## src/rtl/txdcw_map.vh

```
`ifndef TXDCW_MAP_VH
`define TXDCW_MAP_VH

// ------------------------------------------------------------
// Register byte offsets
// ------------------------------------------------------------
`define TXDCW_OFF_CTRL 8'h00
`define TXDCW_OFF_ADDR2 8'h04
`define TXDCW_OFF_BASE 8'h08
`define TXDCW_OFF_DADDR 8'h0C
`define TXDCW_OFF_DSTAT 8'h10
`define TXDCW_OFF_FLEN 8'h14
`define TXDCW_OFF_ISTAT 8'h18
`define TXDCW_OFF_IMASK 8'h1C

// ------------------------------------------------------------
// Control word fields
// ------------------------------------------------------------
`define TXDCW_B_IRQ 31
`define TXDCW_B_LAST 30
`define TXDCW_B_FIRST 29
`define TXDCW_B_FTH 28
`define TXDCW_B_SETUP 27
`define TXDCW_B_CRCDIS 26
`define TXDCW_B_EOR 25
`define TXDCW_B_CHAIN 24
`define TXDCW_B_PADDIS 23
`define TXDCW_B_FTL 22
`define TXDCW_B2_HI 21
`define TXDCW_B2_LO 11
`define TXDCW_B1_HI 10
`define TXDCW_B1_LO 0

// ------------------------------------------------------------
// Interrupt status bits
// ------------------------------------------------------------
`define TXDCW_I_TXDONE 0
`define TXDCW_I_SETUP 1
`define TXDCW_I_SEQERR 2
`define TXDCW_NIRQ 3

// ------------------------------------------------------------
// Sizes, reset values and responses
// ------------------------------------------------------------
`define TXDCW_DESC_BYTES 32'h00000010
`define TXDCW_MIN_FRAME 16'h0040
`define TXDCW_CRC_BYTES 16'h0004
`define TXDCW_RST_WORD 32'h00000000
`define TXDCW_RESP_OKAY 2'h0
`define TXDCW_RESP_SLVERR 2'h2

`endif

```

## src/rtl/txdcw_top.v

```verilog
// What this block does
// RQ1: Completion flag set: raise transmit interrupt status once that frame is sent.
// RQ2: Completion flag counts only on last-segment or setup-frame descriptors.
// RQ3: Last-segment bit ends frame assembly after this descriptor's buffers.
// RQ4: First-segment bit starts a new frame with this descriptor's data.
// RQ5: Bits 28 and 22 form the two-bit filter type used by setup frames.
// RQ6: Bit 27 marks a setup frame loading filter tables, not transmitted.
// RQ7: CRC-disable bit 26 suppresses CRC unless automatic padding applies.
// RQ8: CRC-disable bit is taken only from first-segment descriptors.
// RQ9: End-of-ring bit 25: next descriptor comes from the list base address.
// RQ10: Chained bit 24: second address word is the next descriptor pointer.
// RQ11: End-of-ring wins over chained when both are set.
// RQ12: Pad-disable bit 23 set: frames under 64 bytes are not padded.
// RQ13: Pad-disable clear and frame under 64 bytes: append pad then CRC.
// RQ14: Padded frames always get CRC, whatever the CRC-disable bit says.
// RQ15: Bits 21:11 are buffer two size; zero skips it.
// RQ16: Buffer two size ignored while the chained bit is set.
// RQ17: Bits 10:0 are buffer one size; zero skips it, uses buffer two.
// RQ18: Filter type 00 perfect, 01 hash plus one, 10 inverse, 11 hash only.
// RQ19: Software writes a complete control word before handing it over.
`include "txdcw_map.vh"
module txdcw_top (
    input wire aclk,
    input wire aresetn,
    input wire [7:0] s_axi_awaddr,
    input wire [2:0] s_axi_awprot,
    input wire s_axi_awvalid,
    output reg s_axi_awready,
    input wire [31:0] s_axi_wdata,
    input wire [3:0] s_axi_wstrb,
    input wire s_axi_wvalid,
    output reg s_axi_wready,
    output reg [1:0] s_axi_bresp,
    output reg s_axi_bvalid,
    input wire s_axi_bready,
    input wire [7:0] s_axi_araddr,
    input wire [2:0] s_axi_arprot,
    input wire s_axi_arvalid,
    output reg s_axi_arready,
    output reg [31:0] s_axi_rdata,
    output reg [1:0] s_axi_rresp,
    output reg s_axi_rvalid,
    input wire s_axi_rready,
    input wire frame_sent,
    output reg frame_start_r,
    output reg frame_end_r,
    output reg [10:0] buf1_len_r,
    output reg [10:0] buf2_len_r,
    output reg crc_append_r,
    output reg [15:0] pad_len_r,
    output reg filter_load_r,
    output reg [1:0] filter_mode_r,
    output reg [31:0] next_desc_addr_r,
    output reg irq_r
);

// ------------------------------------------------------------
// Register storage
// ------------------------------------------------------------
reg [31:0] tx_desc_control_word_r;
reg [31:0] addr2_r;
reg [31:0] list_base_r;
reg [31:0] desc_addr_r;
reg [`TXDCW_NIRQ-1:0] irq_mask_r;
reg [15:0] frame_len_r;
reg frame_active_r;
reg crc_dis_r;
reg irq_pend_r;
reg setup_seen_r;
reg decode_go_r;
wire [`TXDCW_NIRQ-1:0] irq_stat;

// ------------------------------------------------------------
// AXI4-Lite write channel
// ------------------------------------------------------------
reg aw_have_r;
reg w_have_r;
reg [7:0] aw_addr_r;
reg [31:0] w_data_r;
reg [3:0] w_strb_r;
wire wr_fire;
wire [31:0] wmask;
wire wr_hit;

assign wr_fire = aw_have_r && w_have_r && !s_axi_bvalid;
assign wmask = {{8{w_strb_r[3]}}, {8{w_strb_r[2]}},
                {8{w_strb_r[1]}}, {8{w_strb_r[0]}}};
assign wr_hit = (aw_addr_r == `TXDCW_OFF_CTRL) ||
                (aw_addr_r == `TXDCW_OFF_ADDR2) ||
                (aw_addr_r == `TXDCW_OFF_BASE) ||
                (aw_addr_r == `TXDCW_OFF_DADDR) ||
                (aw_addr_r == `TXDCW_OFF_IMASK);

always @(posedge aclk) begin
    if (!aresetn) begin
        aw_have_r <= 1'b0;
        w_have_r <= 1'b0;
        aw_addr_r <= 8'h00;
        w_data_r <= 32'h00000000;
        w_strb_r <= 4'h0;
        s_axi_awready <= 1'b0;
        s_axi_wready <= 1'b0;
        s_axi_bvalid <= 1'b0;
        s_axi_bresp <= `TXDCW_RESP_OKAY;
    end else begin
        s_axi_awready <= !aw_have_r && !s_axi_awready;
        s_axi_wready <= !w_have_r && !s_axi_wready;
        if (s_axi_awvalid && s_axi_awready) begin
            aw_have_r <= 1'b1;
            aw_addr_r <= {s_axi_awaddr[7:2], 2'b00};
            s_axi_awready <= 1'b0;
        end
        if (s_axi_wvalid && s_axi_wready) begin
            w_have_r <= 1'b1;
            w_data_r <= s_axi_wdata;
            w_strb_r <= s_axi_wstrb;
            s_axi_wready <= 1'b0;
        end
        if (wr_fire) begin
            s_axi_bvalid <= 1'b1;
            s_axi_bresp <= wr_hit ? `TXDCW_RESP_OKAY : `TXDCW_RESP_SLVERR;
        end
        if (s_axi_bvalid && s_axi_bready) begin
            s_axi_bvalid <= 1'b0;
            aw_have_r <= 1'b0;
            w_have_r <= 1'b0;
        end
    end
end

// ------------------------------------------------------------
// AXI4-Lite read channel
// ------------------------------------------------------------
reg rd_clr_r;
reg [31:0] rd_mux;
reg rd_hit;
wire [7:0] rd_addr;

assign rd_addr = {s_axi_araddr[7:2], 2'b00};

always @* begin
    rd_hit = 1'b1;
    rd_mux = 32'h00000000;
    case (rd_addr)
        `TXDCW_OFF_CTRL: rd_mux = tx_desc_control_word_r;
        `TXDCW_OFF_ADDR2: rd_mux = addr2_r;
        `TXDCW_OFF_BASE: rd_mux = list_base_r;
        `TXDCW_OFF_DADDR: rd_mux = desc_addr_r;
        `TXDCW_OFF_DSTAT: rd_mux = {26'h0000000, filter_mode_r,
                                    setup_seen_r, irq_pend_r,
                                    crc_dis_r, frame_active_r};
        `TXDCW_OFF_FLEN: rd_mux = {16'h0000, frame_len_r};
        `TXDCW_OFF_ISTAT: rd_mux = {29'h00000000, irq_stat};
        `TXDCW_OFF_IMASK: rd_mux = {29'h00000000, irq_mask_r};
        default: rd_hit = 1'b0;
    endcase
end

always @(posedge aclk) begin
    if (!aresetn) begin
        s_axi_arready <= 1'b0;
        s_axi_rvalid <= 1'b0;
        s_axi_rdata <= 32'h00000000;
        s_axi_rresp <= `TXDCW_RESP_OKAY;
        rd_clr_r <= 1'b0;
    end else begin
        rd_clr_r <= 1'b0;
        s_axi_arready <= !s_axi_rvalid && !s_axi_arready;
        if (s_axi_arvalid && s_axi_arready) begin
            s_axi_arready <= 1'b0;
            s_axi_rvalid <= 1'b1;
            s_axi_rdata <= rd_mux;
            s_axi_rresp <= rd_hit ? `TXDCW_RESP_OKAY : `TXDCW_RESP_SLVERR;
            rd_clr_r <= (rd_addr == `TXDCW_OFF_ISTAT);
        end
        if (s_axi_rvalid && s_axi_rready)
            s_axi_rvalid <= 1'b0;
    end
end

// ------------------------------------------------------------
// Software registers
// ------------------------------------------------------------
always @(posedge aclk) begin
    if (!aresetn) begin
        tx_desc_control_word_r <= `TXDCW_RST_WORD;
        addr2_r <= 32'h00000000;
        list_base_r <= 32'h00000000;
        irq_mask_r <= 3'h0;
        decode_go_r <= 1'b0;
    end else begin
        decode_go_r <= 1'b0;
        if (wr_fire) begin
            case (aw_addr_r)
                `TXDCW_OFF_CTRL: begin
                    tx_desc_control_word_r <= (w_data_r & wmask) |
                        (tx_desc_control_word_r & ~wmask); // [RQ19]
                    decode_go_r <= 1'b1;
                end
                `TXDCW_OFF_ADDR2:
                    addr2_r <= (w_data_r & wmask) | (addr2_r & ~wmask);
                `TXDCW_OFF_BASE:
                    list_base_r <= (w_data_r & wmask) |
                        (list_base_r & ~wmask);
                `TXDCW_OFF_IMASK:
                    if (w_strb_r[0])
                        irq_mask_r <= w_data_r[`TXDCW_NIRQ-1:0];
                default: ;
            endcase
        end
    end
end

// ------------------------------------------------------------
// Control word fields
// ------------------------------------------------------------
wire [31:0] cw;
wire completion_irq_flag;
wire last_segment_flag;
wire first_segment_flag;
wire filter_type_high;
wire filter_type_low;
wire setup_frame_flag;
wire crc_append_disable;
wire end_of_ring_flag;
wire chained_next_pointer_flag;
wire pad_disable_flag;
wire [10:0] second_buffer_byte_count;
wire [10:0] first_buffer_byte_count;
wire [10:0] buf2_eff;
wire [15:0] seg_len;
wire [15:0] total_len;
wire short_frame;
wire pad_on;
wire in_frame;
wire [31:0] next_addr;

assign cw = tx_desc_control_word_r;
assign completion_irq_flag = cw[`TXDCW_B_IRQ];
assign last_segment_flag = cw[`TXDCW_B_LAST];
assign first_segment_flag = cw[`TXDCW_B_FIRST];
assign filter_type_high = cw[`TXDCW_B_FTH];
assign filter_type_low = cw[`TXDCW_B_FTL];
assign setup_frame_flag = cw[`TXDCW_B_SETUP];
assign crc_append_disable = cw[`TXDCW_B_CRCDIS];
assign end_of_ring_flag = cw[`TXDCW_B_EOR];
assign chained_next_pointer_flag = cw[`TXDCW_B_CHAIN];
assign pad_disable_flag = cw[`TXDCW_B_PADDIS];
assign second_buffer_byte_count = cw[`TXDCW_B2_HI:`TXDCW_B2_LO];
assign first_buffer_byte_count = cw[`TXDCW_B1_HI:`TXDCW_B1_LO];

// No second buffer exists on a chained descriptor
assign buf2_eff = chained_next_pointer_flag ? 11'h000 :
                  second_buffer_byte_count; // [RQ15] [RQ16]
assign seg_len = {5'h00, first_buffer_byte_count} +
                 {5'h00, buf2_eff}; // [RQ17]
assign in_frame = first_segment_flag || frame_active_r;
assign total_len = first_segment_flag ? seg_len : frame_len_r + seg_len;
assign short_frame = total_len < `TXDCW_MIN_FRAME;
assign pad_on = short_frame && !pad_disable_flag; // [RQ12] [RQ13]

txdcw_nextaddr #(
    .AW(32)
) u_nextaddr (
    .eor(end_of_ring_flag),
    .chain(chained_next_pointer_flag),
    .list_base(list_base_r),
    .addr2(addr2_r),
    .cur(desc_addr_r),
    .stride(`TXDCW_DESC_BYTES),
    .nxt(next_addr)
);

// ------------------------------------------------------------
// Descriptor decode and frame assembly
// ------------------------------------------------------------
reg set_done;
reg set_setup;
reg set_err;

always @(posedge aclk) begin
    if (!aresetn) begin
        desc_addr_r <= 32'h00000000;
        next_desc_addr_r <= 32'h00000000;
        frame_len_r <= 16'h0000;
        frame_active_r <= 1'b0;
        crc_dis_r <= 1'b0;
        irq_pend_r <= 1'b0;
        setup_seen_r <= 1'b0;
        frame_start_r <= 1'b0;
        frame_end_r <= 1'b0;
        buf1_len_r <= 11'h000;
        buf2_len_r <= 11'h000;
        crc_append_r <= 1'b0;
        pad_len_r <= 16'h0000;
        filter_load_r <= 1'b0;
        filter_mode_r <= 2'h0;
        set_done <= 1'b0;
        set_setup <= 1'b0;
        set_err <= 1'b0;
    end else begin
        frame_start_r <= 1'b0;
        frame_end_r <= 1'b0;
        filter_load_r <= 1'b0;
        set_setup <= 1'b0;
        set_err <= 1'b0;
        set_done <= frame_sent && irq_pend_r; // [RQ1]
        if (frame_sent)
            irq_pend_r <= 1'b0;
        if (wr_fire && aw_addr_r == `TXDCW_OFF_DADDR)
            desc_addr_r <= (w_data_r & wmask) | (desc_addr_r & ~wmask);
        if (decode_go_r) begin
            desc_addr_r <= next_addr;
            next_desc_addr_r <= next_addr; // [RQ9] [RQ10] [RQ11]
            buf1_len_r <= first_buffer_byte_count; // [RQ17]
            buf2_len_r <= buf2_eff; // [RQ15] [RQ16]
            if (setup_frame_flag) begin
                // Table load only, no frame sent
                setup_seen_r <= 1'b1; // [RQ6]
                filter_load_r <= 1'b1;
                filter_mode_r <= {filter_type_high,
                                  filter_type_low}; // [RQ5] [RQ18]
                set_setup <= 1'b1;
                if (completion_irq_flag)
                    irq_pend_r <= 1'b1; // [RQ2]
            end else if (!in_frame) begin
                set_err <= 1'b1;
            end else begin
                setup_seen_r <= 1'b0;
                frame_len_r <= total_len;
                if (first_segment_flag) begin
                    frame_start_r <= 1'b1; // [RQ4]
                    frame_active_r <= 1'b1;
                    crc_dis_r <= crc_append_disable; // [RQ8]
                end
                if (last_segment_flag) begin
                    frame_end_r <= 1'b1; // [RQ3]
                    frame_active_r <= 1'b0;
                    if (completion_irq_flag)
                        irq_pend_r <= 1'b1; // [RQ1] [RQ2]
                    crc_append_r <= pad_on ||
                        !(first_segment_flag ? crc_append_disable :
                          crc_dis_r); // [RQ7] [RQ14]
                    if (pad_on && total_len <
                        (`TXDCW_MIN_FRAME - `TXDCW_CRC_BYTES))
                        pad_len_r <= `TXDCW_MIN_FRAME -
                            `TXDCW_CRC_BYTES - total_len; // [RQ13]
                    else
                        pad_len_r <= 16'h0000; // [RQ12]
                end
            end
        end
    end
end

// ------------------------------------------------------------
// Interrupt status and output
// ------------------------------------------------------------
wire [`TXDCW_NIRQ-1:0] irq_set;

assign irq_set = {set_err, set_setup, set_done};

genvar gi;
generate
    for (gi = 0; gi < `TXDCW_NIRQ; gi = gi + 1) begin : g_irq
        txdcw_stick u_stick (
            .aclk(aclk),
            .aresetn(aresetn),
            .set(irq_set[gi]),
            .clr(rd_clr_r),
            .q_r(irq_stat[gi])
        );
    end
endgenerate

always @(posedge aclk) begin
    if (!aresetn)
        irq_r <= 1'b0;
    else
        irq_r <= |(irq_stat & irq_mask_r);
end

endmodule

```

## src/rtl/txdcw_stick.v

```verilog
module txdcw_stick (
    input wire aclk,
    input wire aresetn,
    input wire set,
    input wire clr,
    output reg q_r
);

// ------------------------------------------------------------
// Sticky flag, set beats clear
// ------------------------------------------------------------
always @(posedge aclk) begin
    if (!aresetn)
        q_r <= 1'b0;
    else if (set)
        q_r <= 1'b1;
    else if (clr)
        q_r <= 1'b0;
end

endmodule

```

## src/rtl/txdcw_nextaddr.v

```verilog
module txdcw_nextaddr #(
    parameter AW = 32
) (
    input wire eor,
    input wire chain,
    input wire [AW-1:0] list_base,
    input wire [AW-1:0] addr2,
    input wire [AW-1:0] cur,
    input wire [AW-1:0] stride,
    output reg [AW-1:0] nxt
);

// ------------------------------------------------------------
// Next descriptor address selection
// ------------------------------------------------------------
always @* begin
    if (eor)
        nxt = list_base; // [RQ9] [RQ11]
    else if (chain)
        nxt = addr2; // [RQ10]
    else
        nxt = cur + stride;
end

endmodule

```

## config.mk

```make
export PLATFORM = sky130hd
export DESIGN_NAME = txdcw_top
export DESIGN_NICKNAME = d
export VERILOG_FILES = /design/src/rtl/txdcw_top.v /design/src/rtl/txdcw_stick.v /design/src/rtl/txdcw_nextaddr.v
export VERILOG_INCLUDE_DIRS = /design/src /design/src/rtl
export SDC_FILE = /design/constraint.sdc
export NUM_CORES = 1
export LEC_CHECK = 0
export BUFFER_PORTS_ARGS = -buffer_cell sky130_fd_sc_hd__buf_4
export CORE_MARGIN = 2
export CORE_UTILIZATION = 25
export DETAILED_ROUTE_END_ITERATION = 10
export GPL_TIMING_DRIVEN = 0
export PLACE_DENSITY = 0.44
export SLEW_MARGIN = 40
export SYNTH_ARGS = -nofsm -noshare
export SYNTH_HDL_FRONTEND = slang
export SYNTH_SLANG_ARGS = --single-unit
export TNS_END_PERCENT = 5
```

## constraint.sdc

```tcl
create_clock -name aclk -period 10 [get_ports aclk]
set_input_delay 1.5 -clock aclk [delete_from_list [all_inputs] [get_ports aclk]]
set_output_delay 1.5 -clock aclk [all_outputs]
set_load 0.01 [all_outputs]
```

==> flow_summary.toml <==
[outcome]
status = "completed"

[critical_path]
cp_slowest_cell = "o41ai_1"
r2r_slack_ns = 3.79
cpPeakStageDelay_ns = 0.76
endpoint_kind = "register"
critical_path_class = "register to register"
cp_data_required_time_ns = 10.49
cp.arrival_ns = 6.70
worst_setup_path_start_kind = "register"
crit_chain = "clkbuf_1, clkbuf_1, clkbuf_1, nor2b_1, ha_1, clkbuf_1, and3_1, and2_1, a221oi_1, xnor2_1, ha_1, and2_1, o2111ai_1, a211oi_1, xor2_1, o41ai_1, nand3_2, o21ai_1"
crit_path_frequent_cell = "clkbuf_1"
path_max_fanout = 10

[finish]
design_area_um2 = 18700
drive_above_1_share = 0.163
finalNonFillerCells = 2812
fillers = 6407
syn_to_final_growth_pct = 23.7
layout.nets = 2098
final_util = 0.311
diodes = 0

[synthesis]
ys_types = 76
netlist_instances = 1790
synth_top_area_share = 0.422
synth_edf_count = 0
syn_area_um2 = 15100
synth.area.top_cells = "dfxtp_1, nand2_1, a21oi_1"
synthArstFlopShare = 0
ys_seq_area_frac = 0.422
syn_area_per_cell_um2 = 8.44
synth_largest_area_cell = "dfxtp_1"
yosys_warnings = 0
synth_flop_cell = "dfxtp_1"
yosysMostFrequentCell = "dfxtp_1"
ys_seq_elements = 318
netlist_top_cells_count = "dfxtp_1, nand2_1, a21oi_1"

[route]
wl_per_cell_um = 23.0
wl_met1_mm = 29.7
drt_pass1_iterations = 6
vias = 14200
dr.max_layer_used = "met4"
viasPerCell = 5.05
ant_nets = 0
routed_wl_mm = 64.5
wl_met2_mm = 29.4
dr.first_iter.drc_count = 1080
drc_errors = 0
wl_met3_mm = 4.02

[place]
port_buffers = 169
dp_hpwl_mm = 49.7
placed_cells = 2743
placed_area_um2 = 17400
gp_congestion = 0.919

[cts]
ctsRootBufferMaster = "clkbuf_16"
holdBufCountCts = 0
clkTransAtPathRegs_ns = 0.06
cts_max_level = 2
numCtsBuffers = 39
postCtsSetupBuffers = 0
cts_resized = 0
cts_sinks = 318
insertion_delay_ns = 0.57
cts_tree = "done"
cts_buffer_depth = 3

[power_and_ir_drop]
p_leak_nw = 7.01
p_per_area_nw_per_um2 = 154
ir_drop_mv = 0.0926

[run]
drv_cap = 0

[floorplanning]
core_um2 = 60000
die_h_um = 250
die_area_um2 = 62400
boundaryPins = 184
initial_core_util = 0.252
die_w_um = 250
rows = 90

[global_routing]
grt_use_total = 0.202
grt_pass1_vias = 13788
grt-ovfl-total = 0
grt_pass1_wl_mm = 93.7
antenna_found_initial = 0
grt_max_degree = 12

[worst_hold_path]
worst_hold_path_type = "register to register"

[timing]
relSlewSlack = 0.398
fin_crit_ns = 6.21
rsz0062_at_grt = "false"
fin_skew_ns = 0.0195
worstMarginPinSlew_ns = 0.903
fin_setup_tns_ns = 0
finalCritPeriodShare = 0.621
finalMaxSlewViolations = 0
finalHoldViolations = 0
setup_viol = 0
max_freq_ghz = 0.161
cell usage in the layout, fill, tap and decap left out, types with 22 or more instances in the layout:
cell type and n:
mux2i_1 78, nand3_1 117, ha_1 27, clkbuf_1 96, nand2_1 309, nor2b_1 22
xnor2_1 30, buf_4 174, mux2_2 24, clkbuf_16 40, a21oi_1 209, a22oi_1 30
o21ai_0 77, nor2_1 117, dfxtp_1 318
worst max-delay path: cells and delay by family (launching register included):
family / cells / cell delay (ns)
AO/OA/AOI/OAI: 5 / 1.97
buffers and inverters: 4 / 1.53
AND/OR/NAND/NOR: 5 / 1.27
adder cells (fa/ha/maj): 2 / 0.74
flip-flops: 1 / 0.31
XOR/XNOR: 2 / 0.31
kinds of logic after synthesis:
family | count (synthesis) | synth area share
simple gates | 670 | 0.206
compound gates | 454 | 0.185
flops | 318 | 0.422
buf+inv | 153 | 0.0410
mux | 119 | 0.0950
xor+xnor | 46 | 0.0267
fa+ha+maj | 29 | 0.0250
other cells | 1 | 0.000248
final cells by class:
class / count / area, um2 / area share
plain buffers: 130 / 551 / 0.0295
clock buffers: 59 / 1180 / 0.0633
clock inverters: 9 / 90.1 / 0.00482
inverters: 23 / 86.3 / 0.00462
multi-input cells: 1320 / 8140 / 0.436
flip-flops and latches: 318 / 6370 / 0.341
well taps: 782 / 978 / 0.0524
repair buffers: 171 / 1280 / 0.0687
per-layer routing:
layer / global-route usage / up-vias
li1: - / 6783
met1: 0.280 / 6824
met2: 0.326 / 507
met3: 0.0322 / 86
met4: 0.0513 / 0
met5: 0 / -
stage by stage:
step | worst slack (ns) | hold WS, ns | total power, W
3_5_place_dp | 3.86 | 0.437 | 0.00148
4_1_cts | 3.81 | 0.445 | 0.00290
6_report | 3.79 | 0.444 | 0.00287
2_1_floorplan | 5.66 | 0.413 | 0.00139
3_3_place_gp | 3.92 | 0.423 | 0.00147
5_1_grt | 3.51 | 0.471 | 0.00297
worst paths after layout:
kind / depth (start not counted) / to / startpoint
setup / recovery: 18 / pad_len_r[3]$_SDFFE_PN0P_ / register
hold / removal: 2 / g_irq[2].u_stick.q_r$_SDFFE_PN0P_ / set_err$_SDFF_PP0_
setup reg to reg: 18 / pad_len_r[3]$_SDFFE_PN0P_ / register
hold reg to reg: 2 / g_irq[2].u_stick.q_r$_SDFFE_PN0P_ / set_err$_SDFF_PP0_
power breakdown:
group          total [W]  switching, W  internal (W)  leakage (nW)
registers        0.00130     0.0000213       0.00128          2.57
logic           0.000144     0.0000987     0.0000457          3.83
clock network    0.00142      0.000581      0.000841         0.623
(Power assumes the default switching activity.)
